===== src/pllrt_pkg.sv =====
// constants for the clock, tick and pseudo-stop control block
package pllrt_pkg;

	// ----------------------------------------------------------------
	// register map
	// ----------------------------------------------------------------
	localparam logic [2:0] ADDR_RATE   = 3'h0;
	localparam logic [2:0] ADDR_CTRL   = 3'h1;
	localparam logic [2:0] ADDR_FLAGS  = 3'h2;
	localparam logic [2:0] ADDR_CLEAR  = 3'h3;
	localparam logic [2:0] ADDR_ENABLE = 3'h4;
	localparam logic [2:0] ADDR_STOP   = 3'h5;

	// ----------------------------------------------------------------
	// control register bits
	// ----------------------------------------------------------------
	localparam int CTRL_AUTO  = 0;
	localparam int CTRL_ACQ   = 1;
	localparam int CTRL_PWR   = 2;
	localparam int CTRL_SEL   = 3;
	localparam int CTRL_CME   = 4;
	localparam int CTRL_SELF_CLOCK_MODE_ENABLE  = 5;

	// ----------------------------------------------------------------
	// flag, clear and enable bits (same layout)
	// ----------------------------------------------------------------
	localparam int EV_TICK    = 0;
	localparam int EV_SETTLE  = 1;
	localparam int EV_SCM     = 2;
	localparam int EV_W       = 3;
	localparam int FL_TRACK   = 4;
	localparam int FL_SETTLED = 5;
	localparam int FL_SCMACT  = 6;
	localparam int FL_STOP    = 7;

	// ----------------------------------------------------------------
	// reset values and widths
	// ----------------------------------------------------------------
	localparam logic [6:0] RATE_RST = 7'h00;
	localparam logic [5:0] CTRL_RST = 6'h03;
	localparam logic [2:0] EN_RST   = 3'h0;
	localparam int PRE_BASE  = 9;
	localparam int TICK_CW   = 21;

	typedef enum logic {
		PLLRT_RUN  = 1'b0,
		PLLRT_STOP = 1'b1
	} pllrt_mode_t;

endpackage : pllrt_pkg


===== src/pllrt_tick_div.sv =====
// periodic tick divider on the crystal clock
`timescale 1ns/1ns
module pllrt_tick_div (
	// clock and reset
	input  wire logic       clk_sys,
	input  wire logic       rst,
	// rate selection
	input  wire logic [6:0] tick_rate_select,
	// tick event
	output logic            tick_pulse
);

	// ----------------------------------------------------------------
	// period decode
	// ----------------------------------------------------------------
	function automatic logic [20:0] pllrt_period(input logic [6:0] r);
		logic [20:0] p;
		p = {17'h0_0000, r[3:0]} + 21'h00_0001;
		pllrt_period = p << (5'(pllrt_pkg::PRE_BASE) + {2'b00, r[6:4]});
	endfunction : pllrt_period

	logic [20:0] cnt_reg;
	logic [20:0] cnt_next;
	logic [6:0]  rate_reg;
	logic        tick_next;

	// ----------------------------------------------------------------
	// counter
	// ----------------------------------------------------------------
	always_comb begin
		cnt_next  = cnt_reg + 21'h00_0001;
		tick_next = 1'b0;
		// restart on any rate change so an old period never leaks
		if (tick_rate_select[6:4] == 3'b000 ||
		    tick_rate_select != rate_reg) begin
			cnt_next = 21'h00_0000;
		end else if (cnt_reg == pllrt_period(rate_reg) - 21'h00_0001) begin
			cnt_next  = 21'h00_0000;
			tick_next = 1'b1;
		end
	end

	always_ff @(posedge clk_sys) begin
		if (rst) begin
			cnt_reg    <= 21'h00_0000;
			rate_reg   <= pllrt_pkg::RATE_RST;
			tick_pulse <= 1'b0;
		end else begin
			cnt_reg    <= cnt_next;
			rate_reg   <= tick_rate_select;
			tick_pulse <= tick_next;
		end
	end

	// ----------------------------------------------------------------
	// checks
	// ----------------------------------------------------------------
	property p_tick_off;
		@(posedge clk_sys) disable iff (rst)
		(tick_rate_select[6:4] == 3'b000) [*2] |-> !tick_pulse;
	endproperty
	a_tick_off: assert property (p_tick_off)
		else $error("tick while rate field is off");

	property p_tick_gap;
		@(posedge clk_sys) disable iff (rst)
		tick_pulse |=> !tick_pulse [*8];
	endproperty
	a_tick_gap: assert property (p_tick_gap)
		else $error("tick period shorter than minimum");

endmodule : pllrt_tick_div


===== src/pllrt_ctrl.sv =====
// clock generator control: tick, loop filter modes, pseudo-stop
//
// The address map and strobed register access were decided locally.
`timescale 1ns/1ns
module pllrt_ctrl (
	// clock and reset
	input  wire logic       clk_sys,
	input  wire logic       rst,
	// register port
	input  wire logic [2:0] reg_addr,
	input  wire logic [7:0] reg_wdata,
	input  wire logic       reg_wr,
	input  wire logic       reg_rd,
	output logic [7:0]      reg_rdata,
	// analog detector pins
	input  wire logic       in_lock_tol,
	input  wire logic       out_unlock_tol,
	input  wire logic       in_track_tol,
	input  wire logic       out_untrack_tol,
	input  wire logic       crystal_lost,
	// clock control outputs
	output logic            synth_power_enable,
	output logic            system_clock_from_synth,
	output logic            filter_acquire,
	output logic            self_clock_active,
	output logic            stop_active,
	// reset and interrupt
	output logic            monitor_fail_reset,
	output logic            reset_from_monitor,
	output logic            irq
);

	// ----------------------------------------------------------------
	// pin synchronisers
	// ----------------------------------------------------------------
	logic [4:0] pin_s1_reg;
	logic [4:0] pin_s2_reg;
	logic       lost_d_reg;
	logic s_lock, s_unlock, s_trk, s_untrk, s_lost, lost_rise;

	always_ff @(posedge clk_sys) begin
		if (rst) begin
			pin_s1_reg <= 5'h00;
			pin_s2_reg <= 5'h00;
			lost_d_reg <= 1'b0;
		end else begin
			pin_s1_reg <= {crystal_lost, out_untrack_tol, in_track_tol,
			               out_unlock_tol, in_lock_tol};
			pin_s2_reg <= pin_s1_reg;
			lost_d_reg <= pin_s2_reg[4];
		end
	end

	assign s_lock    = pin_s2_reg[0];
	assign s_unlock  = pin_s2_reg[1];
	assign s_trk     = pin_s2_reg[2];
	assign s_untrk   = pin_s2_reg[3];
	assign s_lost    = pin_s2_reg[4];
	assign lost_rise = s_lost & ~lost_d_reg;

	// ----------------------------------------------------------------
	// tick divider
	// ----------------------------------------------------------------
	logic [6:0] rate_reg;
	logic [6:0] rate_next;
	logic       tick_pulse;

	pllrt_tick_div u_tick (
		.clk_sys          (clk_sys),
		.rst              (rst),
		.tick_rate_select (rate_reg),
		.tick_pulse       (tick_pulse)
	);

	// ----------------------------------------------------------------
	// state
	// ----------------------------------------------------------------
	logic [5:0]             ctrl_reg, ctrl_next;
	logic [2:0]             en_reg, en_next;
	logic [2:0]             flag_reg, flag_next;
	logic                   settled_reg, settled_next;
	logic                   track_reg, track_next;
	logic                   scm_reg, scm_next;
	logic                   mfr_reg, mfr_next;
	logic                   vec_reg, vec_next;
	logic [7:0]             rdata_next;
	pllrt_pkg::pllrt_mode_t mode_reg, mode_next;
	logic [2:0]             ev_set;
	logic                   acq_mode;
	logic                   wake_other;

	// filter mode: detector in auto, software bit in manual
	assign acq_mode = ctrl_reg[pllrt_pkg::CTRL_AUTO] ? ~track_reg
	                : ctrl_reg[pllrt_pkg::CTRL_ACQ];

	assign wake_other = |(flag_reg[1:0] & en_reg[1:0]);

	always_comb begin
		ctrl_next    = ctrl_reg;
		en_next      = en_reg;
		rate_next    = rate_reg;
		mode_next    = mode_reg;
		scm_next     = scm_reg;
		mfr_next     = 1'b0;
		vec_next     = vec_reg;
		settled_next = settled_reg;
		track_next   = track_reg;
		ev_set       = 3'b000;

		// settled flag from lock detector
		if (s_lock) begin
			settled_next = 1'b1;
		end else if (s_unlock) begin
			settled_next = 1'b0;
		end
		ev_set[pllrt_pkg::EV_SETTLE] = settled_next ^ settled_reg;
		ev_set[pllrt_pkg::EV_TICK]   = tick_pulse;

		// tracking flag
		if (ctrl_reg[pllrt_pkg::CTRL_AUTO]) begin
			if (s_trk) begin
				track_next = 1'b1;
			end else if (s_untrk) begin
				track_next = 1'b0;
			end
		end else begin
			track_next = ~ctrl_reg[pllrt_pkg::CTRL_ACQ];
		end

		// register writes
		if (reg_wr) begin
			unique case (reg_addr)
				pllrt_pkg::ADDR_RATE:   rate_next = reg_wdata[6:0];
				pllrt_pkg::ADDR_CTRL:   ctrl_next = reg_wdata[5:0];
				pllrt_pkg::ADDR_ENABLE: en_next   = reg_wdata[2:0];
				pllrt_pkg::ADDR_STOP: begin
					if (reg_wdata[0]) begin
						mode_next = pllrt_pkg::PLLRT_STOP;
					end
				end
				default: ;
			endcase
		end

		// pseudo-stop exits
		if (mode_reg == pllrt_pkg::PLLRT_STOP) begin
			if (lost_rise && ctrl_reg[pllrt_pkg::CTRL_CME] &&
			    !ctrl_reg[pllrt_pkg::CTRL_SELF_CLOCK_MODE_ENABLE]) begin
				mfr_next = 1'b1;
				vec_next = 1'b1;
			end else if (lost_rise && ctrl_reg[pllrt_pkg::CTRL_CME]) begin
				ev_set[pllrt_pkg::EV_SCM] = 1'b1;
				if (en_reg[pllrt_pkg::EV_SCM]) begin
					scm_next  = 1'b1;
					mode_next = pllrt_pkg::PLLRT_RUN;
				end
			end
			if (wake_other) begin
				mode_next = pllrt_pkg::PLLRT_RUN;
			end
			// synth was powered down, so fall back to crystal
			if (mode_next == pllrt_pkg::PLLRT_RUN) begin
				ctrl_next[pllrt_pkg::CTRL_SEL] = 1'b0;
			end
		end
	end

	// ----------------------------------------------------------------
	// sticky flags: set wins over clear
	// ----------------------------------------------------------------
	always_comb begin
		flag_next = flag_reg;
		if (reg_wr && reg_addr == pllrt_pkg::ADDR_CLEAR) begin
			flag_next = flag_reg & ~reg_wdata[2:0];
		end
		flag_next = flag_next | ev_set;
	end

	// ----------------------------------------------------------------
	// read data
	// ----------------------------------------------------------------
	always_comb begin
		rdata_next = 8'h00;
		if (reg_rd) begin
			unique case (reg_addr)
				pllrt_pkg::ADDR_RATE:   rdata_next = {1'b0, rate_reg};
				pllrt_pkg::ADDR_CTRL:   rdata_next = {2'b00, ctrl_reg};
				pllrt_pkg::ADDR_FLAGS:  rdata_next = {mode_reg, scm_reg,
				                         settled_reg, track_reg, 1'b0,
				                         flag_reg};
				pllrt_pkg::ADDR_ENABLE: rdata_next = {5'h00, en_reg};
				default:                rdata_next = 8'h00;
			endcase
		end
	end

	// ----------------------------------------------------------------
	// registers
	// ----------------------------------------------------------------
	always_ff @(posedge clk_sys) begin
		if (rst) begin
			rate_reg    <= pllrt_pkg::RATE_RST;
			ctrl_reg    <= pllrt_pkg::CTRL_RST;
			en_reg      <= pllrt_pkg::EN_RST;
			flag_reg    <= 3'h0;
			settled_reg <= 1'b0;
			track_reg   <= 1'b0;
			scm_reg     <= 1'b0;
			mode_reg    <= pllrt_pkg::PLLRT_RUN;
			mfr_reg     <= 1'b0;
			vec_reg     <= 1'b0;
			reg_rdata   <= 8'h00;
		end else if (mfr_reg) begin
			// monitor fail acts like external reset but keeps vector
			rate_reg    <= pllrt_pkg::RATE_RST;
			ctrl_reg    <= pllrt_pkg::CTRL_RST;
			en_reg      <= pllrt_pkg::EN_RST;
			flag_reg    <= 3'h0;
			settled_reg <= 1'b0;
			track_reg   <= 1'b0;
			scm_reg     <= 1'b0;
			mode_reg    <= pllrt_pkg::PLLRT_RUN;
			mfr_reg     <= 1'b0;
			reg_rdata   <= 8'h00;
		end else begin
			rate_reg    <= rate_next;
			ctrl_reg    <= ctrl_next;
			en_reg      <= en_next;
			flag_reg    <= flag_next;
			settled_reg <= settled_next;
			track_reg   <= track_next;
			scm_reg     <= scm_next;
			mode_reg    <= mode_next;
			mfr_reg     <= mfr_next;
			vec_reg     <= vec_next;
			reg_rdata   <= rdata_next;
		end
	end

	assign synth_power_enable      = ctrl_reg[pllrt_pkg::CTRL_PWR];
	assign system_clock_from_synth = ctrl_reg[pllrt_pkg::CTRL_SEL];
	assign filter_acquire          = acq_mode;
	assign self_clock_active       = scm_reg;
	assign stop_active             = mode_reg;
	assign monitor_fail_reset      = mfr_reg;
	assign reset_from_monitor      = vec_reg;
	assign irq                     = |(flag_reg & en_reg);

	// ----------------------------------------------------------------
	// checks
	// ----------------------------------------------------------------
	property p_acq_track;
		@(posedge clk_sys) disable iff (rst)
		!ctrl_reg[pllrt_pkg::CTRL_AUTO] && ctrl_reg[pllrt_pkg::CTRL_ACQ]
		|=> !track_reg;
	endproperty
	a_acq_track: assert property (p_acq_track)
		else $error("track set in acquisition");

	property p_auto_trk;
		@(posedge clk_sys) disable iff (rst || mfr_reg)
		ctrl_reg[pllrt_pkg::CTRL_AUTO] && s_trk && !reg_wr
		|=> track_reg && !filter_acquire;
	endproperty
	a_auto_trk: assert property (p_auto_trk)
		else $error("auto mode did not enter tracking");

	property p_settle;
		@(posedge clk_sys) disable iff (rst || mfr_reg)
		s_lock |=> settled_reg;
	endproperty
	a_settle: assert property (p_settle)
		else $error("settled flag not set in lock");

	property p_settle_irq;
		@(posedge clk_sys) disable iff (rst || mfr_reg)
		$changed(settled_reg) && en_reg[pllrt_pkg::EV_SETTLE]
		&& !reg_wr |=> irq;
	endproperty
	a_settle_irq: assert property (p_settle_irq)
		else $error("no irq on settled change");

	property p_mon_rst;
		@(posedge clk_sys) disable iff (rst)
		stop_active && lost_rise && ctrl_reg[pllrt_pkg::CTRL_CME]
		&& !ctrl_reg[pllrt_pkg::CTRL_SELF_CLOCK_MODE_ENABLE]
		|=> monitor_fail_reset ##1 (!stop_active && reset_from_monitor
		&& rate_reg == pllrt_pkg::RATE_RST);
	endproperty
	a_mon_rst: assert property (p_mon_rst)
		else $error("monitor fail reset missing");

	property p_scm_wake;
		@(posedge clk_sys) disable iff (rst || mfr_reg)
		stop_active && lost_rise && ctrl_reg[pllrt_pkg::CTRL_CME]
		&& ctrl_reg[pllrt_pkg::CTRL_SELF_CLOCK_MODE_ENABLE] && en_reg[pllrt_pkg::EV_SCM]
		|=> !stop_active && self_clock_active && irq;
	endproperty
	a_scm_wake: assert property (p_scm_wake)
		else $error("self-clock wake failed");

	property p_scm_sleep;
		@(posedge clk_sys) disable iff (rst || mfr_reg)
		stop_active && lost_rise && ctrl_reg[pllrt_pkg::CTRL_CME]
		&& ctrl_reg[pllrt_pkg::CTRL_SELF_CLOCK_MODE_ENABLE] && !en_reg[pllrt_pkg::EV_SCM]
		&& !wake_other |=> stop_active && flag_reg[pllrt_pkg::EV_SCM];
	endproperty
	a_scm_sleep: assert property (p_scm_sleep)
		else $error("self-clock flag or stop wrong");

	property p_wake;
		@(posedge clk_sys) disable iff (rst || mfr_reg)
		stop_active && wake_other && !lost_rise |=> !stop_active;
	endproperty
	a_wake: assert property (p_wake)
		else $error("enabled interrupt did not wake");

	property p_exit_sel;
		@(posedge clk_sys) disable iff (rst)
		$fell(stop_active) |-> !system_clock_from_synth;
	endproperty
	a_exit_sel: assert property (p_exit_sel)
		else $error("synth select kept after stop");

	c_tick_wake: cover property (@(posedge clk_sys) disable iff (rst)
		stop_active && tick_pulse ##[1:2] !stop_active);
	c_mon: cover property (@(posedge clk_sys) disable iff (rst)
		monitor_fail_reset);
	c_scm: cover property (@(posedge clk_sys) disable iff (rst)
		$rose(self_clock_active));
	c_lock: cover property (@(posedge clk_sys) disable iff (rst)
		$rose(settled_reg) && ctrl_reg[pllrt_pkg::CTRL_AUTO]);

endmodule : pllrt_ctrl


===== config.mk =====
export PLATFORM = sky130hd
export DESIGN_NAME = pllrt_ctrl
export DESIGN_NICKNAME = d
export VERILOG_FILES = /design/src/pllrt_pkg.sv /design/src/pllrt_tick_div.sv /design/src/pllrt_ctrl.sv
export SDC_FILE = /design/constraint.sdc
export NUM_CORES = 1
export LEC_CHECK = 0
export ABC_AREA = 0
export BUFFER_PORTS_ARGS = -buffer_cell sky130_fd_sc_hd__buf_2
export CAP_MARGIN = 20
export CORE_MARGIN = 5
export CORE_UTILIZATION = 60
export DETAILED_ROUTE_END_ITERATION = 16
export PLACE_DENSITY = 0.8
export SYNTH_ARGS = -nofsm -noshare
export SYNTH_HDL_FRONTEND = slang
export SYNTH_SLANG_ARGS = --single-unit
export TNS_END_PERCENT = 20

===== constraint.sdc =====
create_clock -name clk_sys -period 11.95 [get_ports clk_sys]
set_clock_uncertainty 0.15 [all_clocks]
set_input_delay 1.7925 -clock clk_sys [delete_from_list [all_inputs] [get_ports clk_sys]]
set_output_delay 1.7925 -clock clk_sys [all_outputs]
set_load 0.01 [all_outputs]

==> out/qor.txt, run 1 <==
Area Growth Syn to Fin - 7.86%
Placed Cells - 647
Least-Margin Pin Slew - 831 ps
Post-Syn Area per Cell - 8.28 sq um
Seq/Total Area, Yosys - 0.322
# diodes - 0
Top FF cell, synth - dfxtp_1
Initial core utilization - 0.622
CP required - 12000 ps
Initial antenna violation count - 0
CTS tree - done
Leak Pwr - 0.00178 uW
Post-route insts no fill - 665
Leading area contributor after synthesis - dfxtp_1
Crit path launch type - flip-flop
Clock root buffer - clkbuf_8
Skew-Pair Late Insertion Delay - 350 ps
Hold WS - 289 ps
GRT overflow - 0
Total track usage - 0.238
Yosys cell types - 69
Final #Nets - 586
Chip Width - 97.0 um
Cts repair resizes - 0
Full die area - 9400 sq um
Worst hold start - pin_s1_reg[4]
Worst Setup End Kind - flip-flop
Seq cells post-synth - 73
Die Y - 97.0 um
Finish-stage setup viols - 0
Top cells by count, synth - 73 x dfxtp_1, 53 x nor2_1, 48 x nand2_1
First-pass GRT wire length - 19.1 mm
Number of flops mapped to enable cells by yosys - 0
Syn_nets - 573
Slew Limit Headroom - 0.446
Final hold vios - 0
Async S/R FF share, synth - 0
Post-Route WL - 11.2 mm
Largest net degree at the start of global routing - 41
CP max FO - 40
# rows - 31
Yosys warns - 0
Status - finished, final reports clean
H-tree depth - 3
Post-DRT Antenna Nets - 0
Pwr dens - 102 nW/um^2
Unrepaired setup endpoints after global routing - false
IO buf count - 34
Worst hold path type - flip-flop to flip-flop
Crit Path Class - flip-flop to flip-flop
Slew Viols, Final - 0
Clock Pin Slew Worst Setup and Hold Paths - 80 ps
Routed vias - 4157
Setup repair bufs after CTS - 0
IO Pins - 36
Post-Syn Area - 4540 sq um
Residual DRC - 0
Setup_tns - 0 ps
FF-to-FF setup slack - 6960 ps
Synth top area share - 0.322
Peak Freq - 0.201 GHz
Detailed Route Iter0 Violations - 426
Worst EP arrival - 5040 ps
# Max-Cap Violations - 0
Reg2reg start - u_tick.rate_reg[4]
Share of layout cells above drive strength 1 - 0.138
Clock Path Buffers - 2
Count leader, synth - dfxtp_1
Synth Instances - 548
Max FFs per register - 21
CTS sink cnt - 73
CTS Buf Count - 9
Mean number of vias per cell - 6.25
DR pass1 iterations - 5
Number of global-route vias before repair - 3976
Fin crit share - 0.417
DP Wirelength - 8.01 mm
Avg WL per Cell - 16.8 um
Hold buffer count at CTS - 0
Pwr Total - 499 uW
CP startpoint - u_tick.rate_reg[4]
Core Area - 7290 sq um
Routability congestion estimate - 0.936
Peak supply drop - 76.1 uV
Min cycle time layout - 4990 ps
Ranking of synthesized cells by area - dfxtp_1 32%, xnor2_1 5.4%, xor2_1 5.0%
==> final timing paths <==
check | endpoint | cells after the start
min reg2reg | pin_s2_reg[4] | 1
max reg2reg | u_tick.cnt_reg[7] | 14
min | pin_s2_reg[4] | 1
max | u_tick.cnt_reg[7] | 14
==> final cells by class <==
class / instances / area [sq um]
clock buffers: 10 / 138
clock inverters: 6 / 72.6
fillers: 621 / 2400
inverters: 11 / 41.3
multi-input cells: 428 / 2860
flip-flops and latches: 73 / 1460
well taps: 99 / 124
repair buffers: 38 / 201
==> critical path, stage by stage, from the launching register on <==
cell,delay [ps]
dfxtp_1,300
buf_4,240
ha_1,890
or2_2,270
nor3_1,80
nand2_1,90
ha_1,210
a21boi_0,240
a32o_1,400
o221ai_1,400
or3_1,440
o31a_1,330
nor4_4,410
buf_6,240
a311oi_1,120
==> per-stage QoR <==
| step | util | setup WS (ps) | area [sq um] |
|---|---|---|---|
| after detailed placement | 0.640 | 6690 | 4670 |
| after floorplan | - | 8200 | 4540 |
| after global placement | 0.640 | 6820 | 4670 |
| final | 0.671 | 6960 | 4890 |
| after CTS | 0.669 | 6630 | 4880 |
| after global routing | 0.671 | 6840 | 4890 |
==> kinds of logic after synthesis <==
logic type      synth area share
buf+inv                   0.0496
flops                      0.322
simple gates               0.253
xor+xnor                   0.108
compound gates             0.207
mux                       0.0466
fa+ha+maj                 0.0138
==> power by group <==
group / leakage (uW) / internal [uW] / switching, uW
Sequential: 0.000591 / 247 / 3.35
Clock: 0.000104 / 105 / 99.8
Combinational: 0.00108 / 16.5 / 28.0
Total: 0.00178 / 368 / 131
==> routing by layer <==
layer,up-vias,GRT usage,share of wire
met5,-,0,0
met4,0,0.0626,0.012
met3,16,0.0496,0.056
met2,136,0.361,0.46
met1,1990,0.341,0.48
li1,2015,-,-
==> cells in the final DEF, fill, tap and decap left out, types with 21 or more instances in the layout <==
master,Yosys,routed
nor2_1,53,53
buf_2,8,34
xor2_1,26,26
a311oi_1,21,21
nor2b_1,23,23
dfxtp_1,73,73
a21oi_1,31,31
nand2_1,48,48
xnor2_1,28,28
Note: power is estimated with default switching activity, not from simulation.
==> inputs of run 2 (changes only) <==
==> constraint.sdc (replaced) <==
create_clock -name clk_sys -period 5.1 [get_ports clk_sys]
set_clock_uncertainty 0.15 [all_clocks]
set_input_delay 0.765 -clock clk_sys [delete_from_list [all_inputs] [get_ports clk_sys]]
set_output_delay 0.765 -clock clk_sys [all_outputs]
set_load 0.01 [all_outputs]
==> run 2 against run 1 <==
Compared with the run above: combinational power is 130% higher; clock power is 130% higher; sequential cell count stayed put; global-route usage is 0.48 points higher; clock-buffer cell count stayed put; critical path depth stayed put; via count is 2.0% higher; critical endpoint is now u_tick.cnt_reg[0].
==> out/qor.txt, run 2 (synthesized netlist as in run 1, its figures left out) <==
CP max FO - 22
Worst Setup End Kind - flip-flop
Skew-Pair Late Insertion Delay - 350 ps
Cts repair resizes - 0
Crit Path Class - flip-flop to flip-flop
# rows - 31
# diodes - 0
Full die area - 9400 sq um
Finish-stage setup viols - 0
GRT overflow - 0
Worst hold path type - flip-flop to flip-flop
Clock Path Buffers - 2
Setup_tns - 0 ps
Most frequent cells in the layout - 73 x dfxtp_1, 53 x nor2_1, 48 x nand2_1, 34 x buf_2, 31 x a21oi_1
Initial antenna violation count - 0
Post-Route WL - 11.4 mm
Residual DRC - 0
Avg WL per Cell - 17.2 um
Slew Viols, Final - 0
Status - finished, final reports clean
Unrepaired setup endpoints after global routing - false
Pwr dens - 239 nW/um^2
Finished Cell Area - 4900 sq um
Worst EP arrival - 4530 ps
CTS Buf Count - 9
Crit path launch type - flip-flop
Core Area - 7290 sq um
Routability congestion estimate - 0.984
Detailed Route Iter0 Violations - 403
Leak Pwr - 0.00179 uW
Max FFs per register - 21
Hold buffer count at CTS - 0
Post-DRT Antenna Nets - 0
Placed cell area - 4680 sq um
# Max-Cap Violations - 0
CTS sink cnt - 73
Number of global-route vias before repair - 3982
IO buf count - 34
Pwr Total - 1170 uW
DP Wirelength - 8.14 mm
DR pass1 iterations - 5
Most common cell after layout, fill and taps aside - dfxtp_1
Clock Pin Slew Worst Setup and Hold Paths - 90 ps
Fin crit share - 0.880
Die Y - 97.0 um
Peak supply drop - 197 uV
CTS tree - done
Share of layout cells above drive strength 1 - 0.139
Largest net degree at the start of global routing - 40
First-pass GRT wire length - 19.3 mm
IO Pins - 36
Final hold vios - 0
Setup repair bufs after CTS - 0
Min cycle time layout - 4490 ps
Initial core utilization - 0.622
Total track usage - 0.243
Final #Nets - 587
Peak Freq - 0.223 GHz
H-tree depth - 3
Slew Limit Headroom - 0.462
Mean number of vias per cell - 6.36
CP required - 5150 ps
Area Growth Syn to Fin - 7.97%
Least-Margin Pin Slew - 800 ps
Chip Width - 97.0 um
Routed vias - 4239
Clock root buffer - clkbuf_8
-- run 2: area by class of cell --
cell class / instances / area, sq um
timing repair buffer: 39 / 205
sequential: 73 / 1460
inverter: 11 / 41.3
multi-input combinational: 428 / 2860
clock inverter: 6 / 73.8
tap: 99 / 124
clock buffer: 10 / 138
fill: 623 / 2390
-- run 2: worst max-delay path, stage by stage, from the launching register on --
cell and delay [ps]:
dfxtp_1 490, ha_1 210, ha_1 360, nand4b_1 340
nor2_1 100, nand2_1 90, ha_1 200, a21boi_0 210
a32o_1 390, o221ai_1 370, or3_1 410, o31a_1 340
nor4_4 260, buf_4 290, a311oi_1 140
-- run 2: final timing paths --
kind                      startpoint                 to  slack (ps)  depth (start not counted)
setup / recovery  u_tick.rate_reg[5]  u_tick.cnt_reg[0]         610                         14
hold / removal         pin_s1_reg[2]      pin_s2_reg[2]         290                          1
setup reg to reg  u_tick.rate_reg[5]  u_tick.cnt_reg[0]         610                         14
hold reg to reg        pin_s1_reg[2]      pin_s2_reg[2]         290                          1
-- run 2: report_power, final --
| group | switching [uW] | internal (uW) |
|---|---|---|
| clock | 234 | 245 |
| combinational | 65.6 | 37.8 |
| sequential | 7.77 | 579 |
-- run 2: metal layers --
layer,part of all wire,up-vias,track usage
met1,0.44,2017,0.337
met4,0.016,0,0.0842
met2,0.47,175,0.381
met3,0.072,23,0.0388
li1,-,2024,-
met5,0,-,0
-- run 2: stage by stage --
stage | setup WS, ps | utilization | instances | hold WS, ps
after floorplan | 1350 | - | 548 | 263
after global placement | 764 | 0.642 | 649 | 267
after detailed placement | 705 | 0.642 | 649 | 278
after CTS | 661 | 0.671 | 665 | 299
after global routing | 245 | 0.672 | 666 | 307
final | 612 | 0.672 | 666 | 293
